`src/design/pbrb_defs.svh`:
```
`ifndef PBRB_DEFS_SVH
`define PBRB_DEFS_SVH

// register indices; byte address is four times the index
`define PBRB_IDX_NODE 4'h0
`define PBRB_IDX_RSTGAP 4'h1
`define PBRB_IDX_EXTPORT 4'h2
`define PBRB_IDX_CAPS 4'h3
`define PBRB_IDX_LINKPWR 4'h4
`define PBRB_IDX_EVENTS 4'h5
`define PBRB_IDX_RSVD6 4'h6
`define PBRB_IDX_PAGESEL 4'h7
`define PBRB_IDX_W 4
`define PBRB_ADDR_W 12
`define PBRB_BYTE_LSB 2

// fixed capability values
`define PBRB_EXTENDED_VAL 3'h7
`define PBRB_TOTAL_PORTS_VAL 4'h1
`define PBRB_MAX_SPEED_VAL 3'h2
`define PBRB_DELAY_VAL 4'h0
`define PBRB_JITTER_VAL 3'h0

// reset values
`define PBRB_GAP_RESET 6'h3f
`define PBRB_LINK_ACTIVE_CTRL_RESET 1'h1
`define PBRB_PAGE_RESET 3'h0
`define PBRB_PORT_RESET 4'h0
`define PBRB_PWR_CLASS_RESET 3'h0
`define PBRB_PC_LOAD_WAIT 2'h3

// bus reset durations and clock rate
`define PBRB_CLK_PERIOD_NS 10
`define PBRB_LONG_RESET_US 166
`define PBRB_SHORT_RESET_NS 1300
`define PBRB_LONG_RESET_CYC ((`PBRB_LONG_RESET_US * 1000) / `PBRB_CLK_PERIOD_NS)
`define PBRB_SHORT_RESET_CYC (`PBRB_SHORT_RESET_NS / `PBRB_CLK_PERIOD_NS)

`endif

```
`src/design/pbrb_pkg.sv`:
```
package pbrb_pkg;
	typedef struct packed {
		logic [5:0] node_addr_id;
		logic root;
		logic cable_power_status;
	} pbrb_node_s;
	typedef struct packed {
		logic root_holdoff;
		logic long_reset_request;
		logic [5:0] gap_count;
	} pbrb_rstgap_s;
	typedef struct packed {
		logic [2:0] extended;
		logic rsvd;
		logic [3:0] total_ports;
	} pbrb_extport_s;
	typedef struct packed {
		logic [2:0] max_speed;
		logic rsvd;
		logic [3:0] delay;
	} pbrb_caps_s;
	typedef struct packed {
		logic link_active_ctrl;
		logic contender;
		logic [2:0] jitter;
		logic [2:0] pwr_class;
	} pbrb_linkpwr_s;
	typedef struct packed {
		logic watchdog;
		logic short_reset_request;
		logic loop;
		logic pwr_fail;
		logic timeout;
		logic port_event;
		logic enab_accel;
		logic enab_multi;
	} pbrb_events_s;
	typedef struct packed {
		logic [2:0] page;
		logic rsvd;
		logic [3:0] port;
	} pbrb_pagesel_s;
	// events reported by the port/arbitration core, same clock
	typedef struct packed {
		logic bus_reset;
		logic self_id_done;
		logic [5:0] self_id_addr;
		logic root_won;
		logic gap_load;
		logic [5:0] gap_value;
		logic loop_timeout;
		logic state_timeout;
		logic resume_start;
		logic xfer_busy;
	} pbrb_core_evt_s;
	// fields the core copies into its self-id packet and arbitration
	typedef struct packed {
		logic link_active;
		logic contender;
		logic [2:0] pwr_class;
		logic [5:0] gap_count;
		logic root_holdoff;
		logic enab_accel;
		logic enab_multi;
	} pbrb_selfid_s;
	typedef enum logic [1:0] {
		PBRB_RST_NONE = 2'b00,
		PBRB_RST_LONG = 2'b01,
		PBRB_RST_SHORT = 2'b10
	} pbrb_rst_e;
endpackage : pbrb_pkg

```
`src/design/pbrb_sync.sv`:
```
// two-stage synchroniser for pin inputs
module pbrb_sync #(
	parameter int WIDTH = 1
) (
	input wire logic pclk,
	input wire logic presetn,
	input wire logic [WIDTH-1:0] async_in,
	output logic [WIDTH-1:0] sync_out
);
	logic [WIDTH-1:0] meta_q;

	initial begin
		if (WIDTH < 1) $error("pbrb_sync: WIDTH must be at least 1");
	end

	// first stage is read by the second stage only
	always_ff @(posedge pclk or negedge presetn) begin
		if (!presetn) begin
			meta_q <= '0;
			sync_out <= '0;
		end else begin
			meta_q <= async_in;
			sync_out <= meta_q;
		end
	end
endmodule : pbrb_sync

```
`src/design/pbrb_top.sv`:
```
`include "pbrb_defs.svh"
module pbrb_top
	import pbrb_pkg::*;
#(
	parameter int LONG_RESET_CYC = `PBRB_LONG_RESET_CYC,
	parameter int SHORT_RESET_CYC = `PBRB_SHORT_RESET_CYC,
	parameter int NUM_PORTS = 1
) (
	input wire logic pclk,
	input wire logic presetn,
	input wire logic psel,
	input wire logic penable,
	input wire logic pwrite,
	input wire logic [`PBRB_ADDR_W-1:0] paddr,
	input wire logic [31:0] pwdata,
	input wire logic [3:0] pstrb,
	output logic [31:0] prdata,
	output logic pready,
	output logic pslverr,
	input wire logic cable_power_pin,
	input wire logic link_power_status_input,
	input wire logic [2:0] power_category_pins,
	input wire pbrb_core_evt_s core_evt,
	output pbrb_selfid_s selfid_o,
	output logic node_addr_valid,
	output logic phy_llc_enabled,
	output logic bus_reset_drive,
	output pbrb_rst_e bus_reset_kind
);
	localparam int CNT_W = $clog2(LONG_RESET_CYC + 1);

	initial begin
		if (LONG_RESET_CYC < 1 || SHORT_RESET_CYC < 1) $error("pbrb_top: reset counts too small");
		if (SHORT_RESET_CYC > LONG_RESET_CYC) $error("pbrb_top: short reset exceeds long");
		if (NUM_PORTS < 1 || NUM_PORTS > 15) $error("pbrb_top: NUM_PORTS out of range");
	end
	// synchronised pins
	logic cps_s;
	logic lps_s;
	logic [2:0] pc_s;
	logic cps_prev_q;

	pbrb_sync #(.WIDTH(1)) u_sync_cps (
		.pclk(pclk),
		.presetn(presetn),
		.async_in(cable_power_pin),
		.sync_out(cps_s)
	);
	pbrb_sync #(.WIDTH(1)) u_sync_lps (
		.pclk(pclk),
		.presetn(presetn),
		.async_in(link_power_status_input),
		.sync_out(lps_s)
	);
	pbrb_sync #(.WIDTH(3)) u_sync_pc (
		.pclk(pclk),
		.presetn(presetn),
		.async_in(power_category_pins),
		.sync_out(pc_s)
	);

	// register state
	logic [5:0] node_addr_id_q;
	logic root_q;
	logic root_holdoff_q;
	logic long_reset_request_q;
	logic [5:0] gap_count_q;
	logic gap_updated_q;
	logic link_active_ctrl_q;
	logic contender_q;
	logic [2:0] pwr_class_q;
	logic [1:0] pc_wait_q;
	logic watchdog_q;
	logic short_reset_request_q;
	logic enab_accel_q;
	logic enab_multi_q;
	logic [2:0] page_q;
	logic [3:0] port_q;
	logic flag_loop;
	logic flag_pwr_fail;
	logic flag_timeout;
	logic flag_port_event;
	logic [CNT_W-1:0] rst_cnt_q;

	// apb decode; access phase lasts two cycles so pready comes from a flop
	logic acc_req;
	logic wr_fire;
	logic addr_ok;
	logic [`PBRB_IDX_W-1:0] idx;
	logic [7:0] wbyte;
	logic start_reset;

	assign acc_req = psel && penable && !pready;
	assign addr_ok = (paddr[`PBRB_ADDR_W-1:`PBRB_BYTE_LSB+`PBRB_IDX_W] == '0);
	assign idx = paddr[`PBRB_BYTE_LSB +: `PBRB_IDX_W];
	assign wr_fire = psel && penable && pready && pwrite && addr_ok && pstrb[0];
	assign wbyte = pwdata[7:0];

	// write views of each writable register layout
	pbrb_rstgap_s w_rstgap;
	pbrb_linkpwr_s w_linkpwr;
	pbrb_events_s w_events;
	pbrb_pagesel_s w_pagesel;
	assign w_rstgap = pbrb_rstgap_s'(wbyte);
	assign w_linkpwr = pbrb_linkpwr_s'(wbyte);
	assign w_events = pbrb_events_s'(wbyte);
	assign w_pagesel = pbrb_pagesel_s'(wbyte);

	logic wr_rstgap;
	logic wr_linkpwr;
	logic wr_events;
	logic wr_pagesel;
	assign wr_rstgap = wr_fire && (idx == `PBRB_IDX_RSTGAP);
	assign wr_linkpwr = wr_fire && (idx == `PBRB_IDX_LINKPWR);
	assign wr_events = wr_fire && (idx == `PBRB_IDX_EVENTS);
	assign wr_pagesel = wr_fire && (idx == `PBRB_IDX_PAGESEL);

	// read mux; only writable and status bits are stored, constants are wired
	logic [7:0] rd_byte;
	always_comb begin
		rd_byte = 8'h00;
		if (idx == `PBRB_IDX_NODE) begin
			rd_byte = pbrb_node_s'({node_addr_id_q, root_q, cps_s});
		end else if (idx == `PBRB_IDX_RSTGAP) begin
			rd_byte = pbrb_rstgap_s'({root_holdoff_q, long_reset_request_q, gap_count_q});
		end else if (idx == `PBRB_IDX_EXTPORT) begin
			rd_byte = pbrb_extport_s'({`PBRB_EXTENDED_VAL, 1'b0, `PBRB_TOTAL_PORTS_VAL});
		end else if (idx == `PBRB_IDX_CAPS) begin
			rd_byte = pbrb_caps_s'({`PBRB_MAX_SPEED_VAL, 1'b0, `PBRB_DELAY_VAL});
		end else if (idx == `PBRB_IDX_LINKPWR) begin
			rd_byte = pbrb_linkpwr_s'({link_active_ctrl_q, contender_q, `PBRB_JITTER_VAL,
				pwr_class_q});
		end else if (idx == `PBRB_IDX_EVENTS) begin
			rd_byte = pbrb_events_s'({watchdog_q, short_reset_request_q, flag_loop,
				flag_pwr_fail, flag_timeout, flag_port_event, enab_accel_q, enab_multi_q});
		end else if (idx == `PBRB_IDX_PAGESEL) begin
			rd_byte = pbrb_pagesel_s'({page_q, 1'b0, port_q});
		end else begin
			// reserved index 6 and the paged window; paged contents live elsewhere
			rd_byte = 8'h00;
		end
	end

	// apb answer: pready one cycle after the access phase opens
	always_ff @(posedge pclk or negedge presetn) begin
		if (!presetn) begin
			pready <= 1'b0;
			pslverr <= 1'b0;
			prdata <= 32'h0000_0000;
		end else if (acc_req) begin
			pready <= 1'b1;
			pslverr <= !addr_ok;
			prdata <= (addr_ok && !pwrite) ? {24'h00_0000, rd_byte} : 32'h0000_0000;
		end else begin
			pready <= 1'b0;
			pslverr <= 1'b0;
			prdata <= 32'h0000_0000;
		end
	end

	// node address and validity across bus reset and self-id
	always_ff @(posedge pclk or negedge presetn) begin
		if (!presetn) begin
			node_addr_id_q <= 6'h00;
			node_addr_valid <= 1'b0;
		end else if (core_evt.self_id_done) begin
			node_addr_id_q <= core_evt.self_id_addr;
			node_addr_valid <= 1'b1;
		end else if (core_evt.bus_reset) begin
			node_addr_valid <= 1'b0;
		end
	end

	// root flag; tree-id follows reset, so a same-cycle win is kept
	always_ff @(posedge pclk or negedge presetn) begin
		if (!presetn) begin
			root_q <= 1'b0;
		end else if (core_evt.root_won) begin
			root_q <= 1'b1;
		end else if (core_evt.bus_reset) begin
			root_q <= 1'b0;
		end
	end

	// software controls unaffected by bus reset
	always_ff @(posedge pclk or negedge presetn) begin
		if (!presetn) begin
			root_holdoff_q <= 1'b0;
			link_active_ctrl_q <= `PBRB_LINK_ACTIVE_CTRL_RESET;
			contender_q <= 1'b0;
			watchdog_q <= 1'b0;
			enab_accel_q <= 1'b0;
			enab_multi_q <= 1'b0;
		end else begin
			if (wr_rstgap) root_holdoff_q <= w_rstgap.root_holdoff;
			if (wr_linkpwr) begin
				link_active_ctrl_q <= w_linkpwr.link_active_ctrl;
				contender_q <= w_linkpwr.contender;
			end
			if (wr_events) begin
				watchdog_q <= w_events.watchdog;
				enab_accel_q <= w_events.enab_accel;
				enab_multi_q <= w_events.enab_multi;
			end
		end
	end

	// page and port select; reserved bit dropped on write
	always_ff @(posedge pclk or negedge presetn) begin
		if (!presetn) begin
			page_q <= `PBRB_PAGE_RESET;
			port_q <= `PBRB_PORT_RESET;
		end else if (wr_pagesel) begin
			page_q <= w_pagesel.page;
			port_q <= w_pagesel.port;
		end
	end

	// power class caught from synced pins on the third edge after release; only a write in that same cycle wins
	always_ff @(posedge pclk or negedge presetn) begin
		if (!presetn) begin
			pc_wait_q <= 2'h0;
			pwr_class_q <= `PBRB_PWR_CLASS_RESET;
		end else begin
			if (pc_wait_q != `PBRB_PC_LOAD_WAIT) pc_wait_q <= pc_wait_q + 2'h1;
			if (wr_linkpwr) begin
				pwr_class_q <= w_linkpwr.pwr_class;
			end else if (pc_wait_q == `PBRB_PC_LOAD_WAIT - 2'h1) begin
				pwr_class_q <= pc_s;
			end
		end
	end

	// gap count; a bus reset with no update since the last one restores max
	always_ff @(posedge pclk or negedge presetn) begin
		if (!presetn) begin
			gap_count_q <= `PBRB_GAP_RESET;
			gap_updated_q <= 1'b0;
		end else if (wr_rstgap) begin
			gap_count_q <= w_rstgap.gap_count;
			gap_updated_q <= 1'b1;
		end else if (core_evt.gap_load) begin
			gap_count_q <= core_evt.gap_value;
			gap_updated_q <= 1'b1;
		end else if (core_evt.bus_reset) begin
			if (!gap_updated_q) gap_count_q <= `PBRB_GAP_RESET;
			gap_updated_q <= 1'b0;
		end
	end

	// reset requests; a write in the clearing cycle is kept
	always_ff @(posedge pclk or negedge presetn) begin
		if (!presetn) begin
			long_reset_request_q <= 1'b0;
			short_reset_request_q <= 1'b0;
		end else begin
			if (wr_rstgap && w_rstgap.long_reset_request) begin
				long_reset_request_q <= 1'b1;
			end else if (core_evt.bus_reset || start_reset) begin
				long_reset_request_q <= 1'b0;
			end
			if (wr_events && w_events.short_reset_request) begin
				short_reset_request_q <= 1'b1;
			end else if (core_evt.bus_reset || start_reset) begin
				short_reset_request_q <= 1'b0;
			end
		end
	end

	// reset drive timer; waits for in-flight transfers, long wins over short
	assign start_reset = !bus_reset_drive && !core_evt.xfer_busy &&
		(long_reset_request_q || short_reset_request_q);
	always_ff @(posedge pclk or negedge presetn) begin
		if (!presetn) begin
			bus_reset_drive <= 1'b0;
			bus_reset_kind <= PBRB_RST_NONE;
			rst_cnt_q <= '0;
		end else if (start_reset) begin
			bus_reset_drive <= 1'b1;
			if (long_reset_request_q) begin
				bus_reset_kind <= PBRB_RST_LONG;
				rst_cnt_q <= CNT_W'(LONG_RESET_CYC - 1);
			end else begin
				bus_reset_kind <= PBRB_RST_SHORT;
				rst_cnt_q <= CNT_W'(SHORT_RESET_CYC - 1);
			end
		end else if (bus_reset_drive) begin
			if (rst_cnt_q == '0) begin
				bus_reset_drive <= 1'b0;
				bus_reset_kind <= PBRB_RST_NONE;
			end else begin
				rst_cnt_q <= rst_cnt_q - CNT_W'(1);
			end
		end
	end

	// power fail: falling edge of synced cable power
	always_ff @(posedge pclk or negedge presetn) begin
		if (!presetn) begin
			cps_prev_q <= 1'b0;
		end else begin
			cps_prev_q <= cps_s;
		end
	end

	// sticky flags, write-one-to-clear
	pbrb_w1c_flag u_flag_loop (
		.pclk(pclk),
		.presetn(presetn),
		.set_evt(core_evt.loop_timeout),
		.clr_w1c(wr_events && w_events.loop),
		.flag_q(flag_loop)
	);
	pbrb_w1c_flag u_flag_pwr_fail (
		.pclk(pclk),
		.presetn(presetn),
		.set_evt(cps_prev_q && !cps_s),
		.clr_w1c(wr_events && w_events.pwr_fail),
		.flag_q(flag_pwr_fail)
	);
	pbrb_w1c_flag u_flag_timeout (
		.pclk(pclk),
		.presetn(presetn),
		.set_evt(core_evt.state_timeout),
		.clr_w1c(wr_events && w_events.timeout),
		.flag_q(flag_timeout)
	);
	pbrb_w1c_flag u_flag_port_event (
		.pclk(pclk),
		.presetn(presetn),
		.set_evt(core_evt.resume_start && watchdog_q),
		.clr_w1c(wr_events && w_events.port_event),
		.flag_q(flag_port_event)
	);

	// self-id fields and link interface enable, registered for the core
	always_ff @(posedge pclk or negedge presetn) begin
		if (!presetn) begin
			selfid_o <= '0;
			phy_llc_enabled <= 1'b0;
		end else begin
			selfid_o.link_active <= lps_s && link_active_ctrl_q;
			selfid_o.contender <= contender_q;
			selfid_o.pwr_class <= pwr_class_q;
			selfid_o.gap_count <= gap_count_q;
			selfid_o.root_holdoff <= root_holdoff_q;
			selfid_o.enab_accel <= enab_accel_q;
			selfid_o.enab_multi <= enab_multi_q;
			phy_llc_enabled <= lps_s;
		end
	end
endmodule : pbrb_top

```
`src/design/pbrb_w1c_flag.sv`:
```
// sticky event flag, cleared by writing one; a set in the clear cycle wins
module pbrb_w1c_flag (
	input wire logic pclk,
	input wire logic presetn,
	input wire logic set_evt,
	input wire logic clr_w1c,
	output logic flag_q
);
	always_ff @(posedge pclk or negedge presetn) begin
		if (!presetn) begin
			flag_q <= 1'b0;
		end else if (set_evt) begin
			flag_q <= 1'b1;
		end else if (clr_w1c) begin
			flag_q <= 1'b0;
		end
	end
endmodule : pbrb_w1c_flag

```
`config.mk`:
```
export PLATFORM = sky130hd
export DESIGN_NAME = pbrb_top
export DESIGN_NICKNAME = d
export VERILOG_FILES = /design/src/design/pbrb_pkg.sv /design/src/design/pbrb_sync.sv /design/src/design/pbrb_top.sv /design/src/design/pbrb_w1c_flag.sv
export VERILOG_INCLUDE_DIRS = /design/src /design/src/design
export SDC_FILE = /design/constraint.sdc
export NUM_CORES = 1
export LEC_CHECK = 0
export BUFFER_PORTS_ARGS = -buffer_cell sky130_fd_sc_hd__buf_2
export CORE_MARGIN = 2
export CORE_UTILIZATION = 30
export DETAILED_ROUTE_END_ITERATION = 7
export PLACE_DENSITY = 0.49
export SETUP_SLACK_MARGIN = 0.15
export SYNTH_ARGS = -nofsm -noshare
export SYNTH_HDL_FRONTEND = slang
export SYNTH_SLANG_ARGS = --single-unit
```
`constraint.sdc`:
```
create_clock -name pclk -period 2.8 [get_ports pclk]
set_clock_uncertainty 0.1 [all_clocks]
set_input_delay 0.7 -clock pclk [delete_from_list [all_inputs] [get_ports pclk]]
set_output_delay 0.7 -clock pclk [all_outputs]
set_load 0.05 [all_outputs]
```
Word-level counts from Yosys, hierarchy flattened --
Index checks and enable logic that the tools add are counted.
Storage, ports and cells: bits in registers 117, word-level logic and storage cells 146
Operators by class: $add $sub $neg 2, equal/unequal tests 10, reductions and logical operators 48, muxes and demuxes 44
Operators with widths (number):
- two-way mux 8 bit | 9
- two-way mux 15 bit | 4
- two-way mux 6 bit | 4
- logical AND 1 bit | 22
- nonzero test 2 bit | 11
- two-way mux 1 bit | 21
- zero test 15 bit | 1
- subtractor 15 x 1 -> 15 bit, second input constant | 1
- equality test 4 x 3 -> 1 bit, second input constant | 3
- equality test 4 x 2 -> 1 bit, second input constant | 2
- two-way mux 2 bit | 4
- zero test 1 bit | 6
- zero test 6 bit | 1
- two-way mux 3 bit | 2
- AND reduction 2 bit | 3
- equality test 4 x 1 -> 1 bit, second input constant | 1
- zero test 4 bit | 1
- != test 2 bit, second input constant | 2
- != test 3 x 2 -> 1 bit, second input constant | 1
- nonzero test 3 bit | 1
- adder 2 x 1 -> 2 bit, second input constant | 1
- equality test 2 bit, second input constant | 1
- logical OR 1 bit | 2

Logic depth before layout (Yosys ltp) --
Gate-level depths: netlist of run 1.
depth after elaboration 10, gate-level depth with buffers 7, gate-level depth less buffers 6

Hierarchy --
Synthesis of run 1 repeated with hierarchy kept, for this count alone.
Second synthesis, totals: cell total of the unflattened synthesis 353, area total of the unflattened synthesis 4072.7 um^2
Modules (own cells, without submodules):
- pbrb_top | times used 1, cells each 331, area an instance 3677.3 um^2
- pbrb_sync at u_sync_pc | times used 1, cells each 6, area an instance 150.1 um^2
- pbrb_w1c_flag | times used 4, cells each 3, area an instance 36.3 um^2
- pbrb_sync at u_sync_cps ... | times used 2, cells each 2, area an instance 50.0 um^2

Least setup slack after synthesis of run 1 --
Ideal clock, no wire load.
path kind in2reg, start input paddr[7], end register contender_q, path slack 589 ps, buffers on the path 1, data arrival time 1986 ps, setup time 125 ps, required time 2575 ps, cell stages on the path 5, cell sequence nor4_2 > nand4_1 > or3_1 > clkbuf_1 > mux2_2
On the way: word-level cells in the longest chain between the ends 4
Ends and longest elaborated chain:
- start, declared | RTL line pbrb_top.sv:14 | input wire logic [`PBRB_ADDR_W-1:0] paddr,
- zero test 6 bit | RTL line pbrb_top.sv:94 | assign addr_ok = (paddr[`PBRB_ADDR_W-1:`PBRB_BYTE_LSB+`PBRB_IDX_W] == '0);
- logical AND 1 bit (2 in series) | RTL line pbrb_top.sv:96 | assign wr_fire = psel && penable && pready && pwrite && addr_ok && pstrb[0];
- logical AND 1 bit | RTL line pbrb_top.sv:114 | assign wr_linkpwr = wr_fire && (idx == `PBRB_IDX_LINKPWR);
- end signal, assigned | RTL line pbrb_top.sv:198 | contender_q <= w_linkpwr.contender;
- end, declared | RTL line pbrb_top.sv:70 | logic contender_q;
Every way passes these cells. A chain may end at the register's enable or synchronous reset.

Worst setup path after layout of run 1 --
start register rst_cnt_q[0], end register rst_cnt_q[0]
On the way: word-level cells in the longest chain between the ends 4
Ends and longest elaborated chain:
- start, declared | RTL line pbrb_top.sv:83 | logic [CNT_W-1:0] rst_cnt_q;
- start signal, assigned | RTL line pbrb_top.sv:282 | rst_cnt_q <= CNT_W'(LONG_RESET_CYC - 1);
- start signal, assigned | RTL line pbrb_top.sv:285 | rst_cnt_q <= CNT_W'(SHORT_RESET_CYC - 1);
- start signal, assigned | RTL line pbrb_top.sv:292 | rst_cnt_q <= rst_cnt_q - CNT_W'(1);
- subtractor 15 x 1 -> 15 bit | RTL line pbrb_top.sv:292
- two-way mux 15 bit | RTL line pbrb_top.sv:288 | if (rst_cnt_q == '0) begin
- two-way mux 15 bit | RTL line pbrb_top.sv:287 | end else if (bus_reset_drive) begin
- two-way mux 15 bit | RTL line pbrb_top.sv:278 | end else if (start_reset) begin
Several ways; a longest one is shown, not always the timed one. The select of a mux whose other input is x is not followed.

==> impl_metrics.tcl, run 1 <==
set metrics [dict create \
    layout-drive-gt1-share 0.315 \
    cts_max_path_buffers 2 \
    ys_seq_area_frac 0.563 \
    core_area_um2 13400 \
    synth_cells 362 \
    final_area_um2 5030 \
    cp_slowest_cell "or3b_2" \
    async_flop_share 1.00 \
    portBuffers 77 \
    crit_fanout 10 \
    gr-max-usage-layer "met2" \
    p_leak_uw 0.00237 \
    clkSlewWorstSetupHoldPaths_ns 0.06 \
    h-tree-depth 3 \
    grtUsageMet2 0.229 \
    cts-root-buf "clkbuf_16" \
    crit_type "flop to flop" \
    ioPinCount 131 \
    final_common_cell "dfrtp_1" \
    ys_seq_elements 93 \
    arrival_ns 2.50 \
    synth_top_family_by_area "simple AND/OR/NAND/NOR gates" \
    wl_um 9660 \
    die_w_um 122 \
    worstRegToRegCells 6 \
    drv_slew 0 \
    relSlewSlack 0.532 \
    hpwl_um 7020 \
    fin_hold_ws_ns 0.234 \
    grt_usage 0.141 \
    antenna_found_initial 0 \
    holdCritPathClass "input pin to asynchronous set/reset pin" \
    startpoint_type "flop" \
    grt_max_degree 41 \
    num_antenna_cells 0 \
    synth.distinct_cells 55 \
    numCtsBuffers 9 \
    area_growth_pct 21.3 \
    grt_pass1_wl_um 15700 \
    grt.met1_usage 0.183 \
    mostFrequentLayoutCells "dfrtp_1, buf_2, conb_1, nand2_1, mux2_2" \
    rsz0062_at_grt "false" \
    fmax_ghz 0.423 \
    synth_warnings 0 \
    routed_via_density 4.73 \
    synth-compound-area-share 0.120 \
    slowest_delay_ns 0.54 \
    synthMuxAreaShare 0.0992 \
    clock_sinks 93 \
    yosys.area_share.simple 0.133 \
    drc 0 \
    grt_pass1_vias 3031 \
    power.density_nw_per_um2 598 \
    synth_area_um2 4150 \
    r2r_setup_slack_ns 0.44 \
    cp_cell_sequence "inv_1 -> ha_1 -> or3b_2 -> o41ai_4 -> nand2_2 -> mux2_4" \
    clk_latency_ns 0.35 \
    drt-pass1-iter-count 5 \
    synth_xor_area_frac 0.00211 \
    antenna_left 0 \
    die_area_um2 14800 \
    finalWeightedCongestion 0.791 \
    timing.final.crit_share 0.844 \
    setup_viol 0 \
    setup_tns_ns 0 \
    synth_fa_ha_area_frac 0.00904 \
    rows 42 \
    period_needed_ns 2.36 \
    ir_drop_mv 0.423 \
    finalPower_uw 3010 \
    die-height_um 122 \
    synth_ff_type "dfrtp_1" \
    wl_per_cell_um 15.3 \
    cts_tree "built" \
    outcome "finished, final reports clean" \
    avgSynthCellArea_um2 11.5 \
    worstPathRequired_ns 2.93 \
    grtUsageMet3 0.0449 \
    worst-slew-pin-transition_ns 0.697 \
    drt_iter0_markers 237 \
    synth_edf_count 0 \
    endpoint_kind "flop" \
    post_dp_cell_area_um2 4720 \
    r2r-end "rst_cnt_q[0]" \
    start_util 0.310 \
    final_nets 530 \
    via_count 2980 \
    grt.overflow.total 0 \
    drv_cap 0 \
    reg2reg_from "rst_cnt_q[0]" \
    final_hold_viol_count 0 \
]
==> worst max-delay path by stage <==
stage            startpoint        endpoint  slack [ns]  cells after the start
2_1_floorplan      paddr[7]     contender_q        0.59                      5
3_3_place_gp       paddr[7]  gap_count_q[4]        0.28                      6
3_5_place_dp       paddr[7]  gap_count_q[5]        0.20                      6
4_1_cts        rst_cnt_q[0]    rst_cnt_q[0]        0.29                      6
5_1_grt        rst_cnt_q[0]    rst_cnt_q[4]        0.27                      6
6_report       rst_cnt_q[0]    rst_cnt_q[0]        0.44                      6
==> metrics by stage <==
| stage | util | std cells | setup WS [ns] |
|---|---|---|---|
| after floorplan | - | 385 | 0.589 |
| after global placement | 0.352 | 614 | 0.282 |
| after detailed placement | 0.352 | 614 | 0.202 |
| after CTS | 0.376 | 630 | 0.286 |
| after global routing | 0.376 | 630 | 0.271 |
| final | 0.376 | 630 | 0.437 |
==> where the power goes <==
group / total [uW] / internal [uW] / switching (uW)
clock: 1290 / 752 / 540
combinational: 304 / 81.9 / 222
sequential: 1410 / 1390 / 22.5
==> Yosys cell counts, types with 4 or more instances <==
master / number / share of area
or3_1: 5 / 0.0075
o21ai_0: 16 / 0.019
inv_1: 17 / 0.015
nor3_1: 9 / 0.011
nand3_1: 6 / 0.0072
nor2b_1: 5 / 0.0075
mux2_2: 21 / 0.057
nor3b_1: 4 / 0.0072
a21oi_1: 13 / 0.016
nand2_1: 22 / 0.020
nand2b_1: 4 / 0.0060
o22ai_1: 8 / 0.012
clkbuf_1: 10 / 0.0090
buf_4: 24 / 0.043
o311ai_0: 4 / 0.0084
or4_1: 10 / 0.018
dfstp_2: 7 / 0.044
dfrtp_1: 86 / 0.52
o211ai_1: 4 / 0.0072
nor2_1: 14 / 0.013
mux2i_1: 16 / 0.039
==> state kept, by name (all words and copies together), names as in the netlist, 2 cells and up <==
| name | count |
|---|---|
| node_addr_id_q | 6 |
| page_q | 3 |
| bus_reset_kind | 2 |
| u_sync_pc.sync_out | 3 |
| pc_wait_q | 2 |
| u_sync_pc.meta_q | 3 |
| port_q | 4 |
| prdata | 8 |
| selfid_o | 14 |
| gap_count_q | 6 |
| rst_cnt_q | 15 |
| pwr_class_q | 3 |
==> logic make-up after synthesis <==
group / after synthesis
AND/OR/NAND/NOR: 99
flip-flops: 93
AO/OA/AOI/OAI: 73
buffers and inverters: 54
multiplexers: 38
adder cells (fa/ha/maj): 3
other: 1
XOR/XNOR: 1
==> area by class of cell <==
type / instances / area [um^2]
multi-input cells: 238 / 1600
clock buffers: 11 / 253
flip-flops and latches: 93 / 2340
inverters: 17 / 63.8
fillers: 1349 / 8370
well taps: 176 / 220
clock inverters: 5 / 65.1
repair buffers: 90 / 498
==> critical path: cells and delay by family, from the launching register on <==
| family | cells | cell delay [ns] |
|---|---|---|
| simple gates | 2 | 0.66 |
| buf+inv | 1 | 0.10 |
| fa+ha+maj | 1 | 0.20 |
| mux | 1 | 0.28 |
| flops | 1 | 0.40 |
| compound gates | 1 | 0.51 |
==> per-layer routing <==
metal  share of wire  wire [um]
met3           0.049        477
met1            0.45       4380
met4           0.010         97
met2            0.49       4700
met5               0          0
==> repair_timing <==
item	4_1_cts	5_1_grt
hold buffers	0	0
buffers inserted	0	0
resized for setup	0	0
endpoints found under the setup margin	0	1
Note: power is estimated with default switching activity, not from simulation.
==> run 2, diff against run 1 <==
Settings changed: PLACE_DENSITY 0.49 to 0.51.
Clock period 2.8 ns to 1.99 ns, I/O delays scaled along.
==> run 2 against run 1 <==
  * The run now ends with setup timing left
  * Critical path depth is 2 lower
  * Cell count grew 6.5%
  * Routed wire length grew 6.2%
  * Die area did not move
  * Count of clock-buffer cells in the layout decreased by 1
  * Register-to-register slack worse by 0.49 ns
  * Utilization rose by 3.9 points
  * Largest cell class unchanged
  * Largest power group unchanged
==> impl_metrics.tcl, run 2 (synthesis results as in run 1) <==
set metrics [dict create \
    post_dp_cell_area_um2 5010 \
    startpoint_type "flop" \
    wl_um 10200 \
    grt_usage 0.145 \
    registers.top_by_ff_count "rst_cnt_q" \
    crit_type "flop to flop" \
    fmax_ghz 0.491 \
    finalWeightedCongestion 0.818 \
    holdCritPathClass "input pin to flop" \
    timing.final.crit_share 1.02 \
    ioPinCount 131 \
    ir_drop_mv 0.638 \
    cts_tree "built" \
    fin_hold_ws_ns 0.156 \
    power.density_nw_per_um2 762 \
    final_hold_viol_count 0 \
    die_w_um 122 \
    final_area_um2 5550 \
    numCtsBuffers 9 \
    drt-pass1-iter-count 4 \
    grt_pass1_wl_um 16500 \
    grt.overflow.total 0 \
    fin_ws_ns -0.0482 \
    grt_max_degree 31 \
    largest_reg_flops 15 \
    wl_per_cell_um 15.3 \
    regArea_um2 2340 \
    p_leak_uw 0.00259 \
    clkSlewWorstSetupHoldPaths_ns 0.07 \
    largestRegisters "rst_cnt_q x15, selfid_o x14, prdata x8" \
    die-height_um 122 \
    final_util 0.414 \
    grt_pass1_vias 3194 \
    outcome "complete, but fails checks" \
    final_nets 571 \
    cts_max_path_buffers 2 \
    drc 0 \
    clk_latency_ns 0.34 \
    h-tree-depth 3 \
    drv_cap 0 \
    period_needed_ns 2.04 \
    die_area_um2 14800 \
    area_growth_pct 33.7 \
    hpwl_um 7510 \
    violations "setup timing" \
    dp.cells 649 \
    mostFrequentLayoutCells "dfrtp_1, buf_2, buf_4, conb_1, nand2_1" \
    endpoint_kind "flop" \
    rows 42 \
    pre_cts_ws_ns -0.216 \
    fin_cells 671 \
    drt_iter0_markers 122 \
    antenna_left 0 \
    setup_viol 2 \
    fillerInstances 1311 \
    final_common_cell "dfrtp_1" \
    worstPathRequired_ns 2.12 \
    num_antenna_cells 0 \
    routed_via_density 4.68 \
    portBuffers 77 \
    arrival_ns 2.17 \
    core_area_um2 13400 \
    via_count 3142 \
    layout-drive-gt1-share 0.422 \
    crit_fanout 4 \
    clock_sinks 93 \
    antenna_found_initial 0 \
    multiInputGateArea_um2 1760 \
    cts-root-buf "clkbuf_16" \
    rsz0062_at_grt "true" \
    start_util 0.310 \
    drv_slew 0 \
]
[run 2: changes by cell type in the layout (fill, tap and decap cells not counted), moves of 3 or more]
cell      before  now
buf_6          0    7
dfrtp_2        0    3
buf_4         13   45
dfrtp_1       86   83
or4_4          0    6
o311ai_0       4    1
or4_1         10    4
[run 2: cell type report]
| cell class | count | share of cell area |
|---|---|---|
| flip-flops and latches | 93 | 0.422 |
| multi-input cells | 238 | 0.318 |
| well taps | 176 | 0.0397 |
| repair buffers | 131 | 0.153 |
| clock inverters | 6 | 0.0138 |
| inverters | 17 | 0.0115 |
| clock buffers | 10 | 0.0431 |
[run 2: routing by layer]
metal	part of all wire	global-route usage	wire length, um	up-vias
met5	0	0	0	-
met2	0.49	0.241	5060	81
li1	-	-	-	1518
met1	0.44	0.189	4520	1534
met3	0.052	0.0440	533	9
met4	0.013	0.0280	138	0
[run 2: timing repair]
item / in CTS / in global routing
pin swaps: 7 / 6
endpoints found under the hold margin: 23 / 0
hold buffers: 1 / 0
setup endpoints to repair: 17 / 18
resized for setup: 24 / 13
buffers inserted: 5 / 0
[run 2: through the flow]
step / TNS [ns] / total power [uW]
floorplan: -0.0570 / 2320
global placement: -2.40 / 2470
detailed placement: -2.73 / 2470
CTS: -0.101 / 4290
global route: -0.528 / 4410
finish: -0.0816 / 4230
[run 2: worst max-delay path, cell delays in order, from the launching register on]
cell and delay [ns]:
dfrtp_1 0.38, or4_4 0.58, or4_1 0.55, a311oi_2 0.26, nor2_1 0.07
[run 2: final timing paths]
check,slack [ns],depth (start not counted),to,from
worst max-delay path,-0.05,4,rst_cnt_q[4],rst_cnt_q[8]
worst min-delay path,0.16,1,u_sync_pc.meta_q[0],power_category_pins[0]
worst max register to register,-0.05,4,rst_cnt_q[4],rst_cnt_q[8]
worst min register to register,0.25,0,u_sync_pc.sync_out[1],u_sync_pc.meta_q[1]
max in group asynchronous,0.65,3,gap_count_q[1],presetn
min in group asynchronous,0.54,2,rst_cnt_q[3],presetn
[run 2: power by group]
part	switching, uW	internal [uW]	total [uW]
clock network	766	1030	1800
registers	31.3	1960	1990
logic	316	129	444
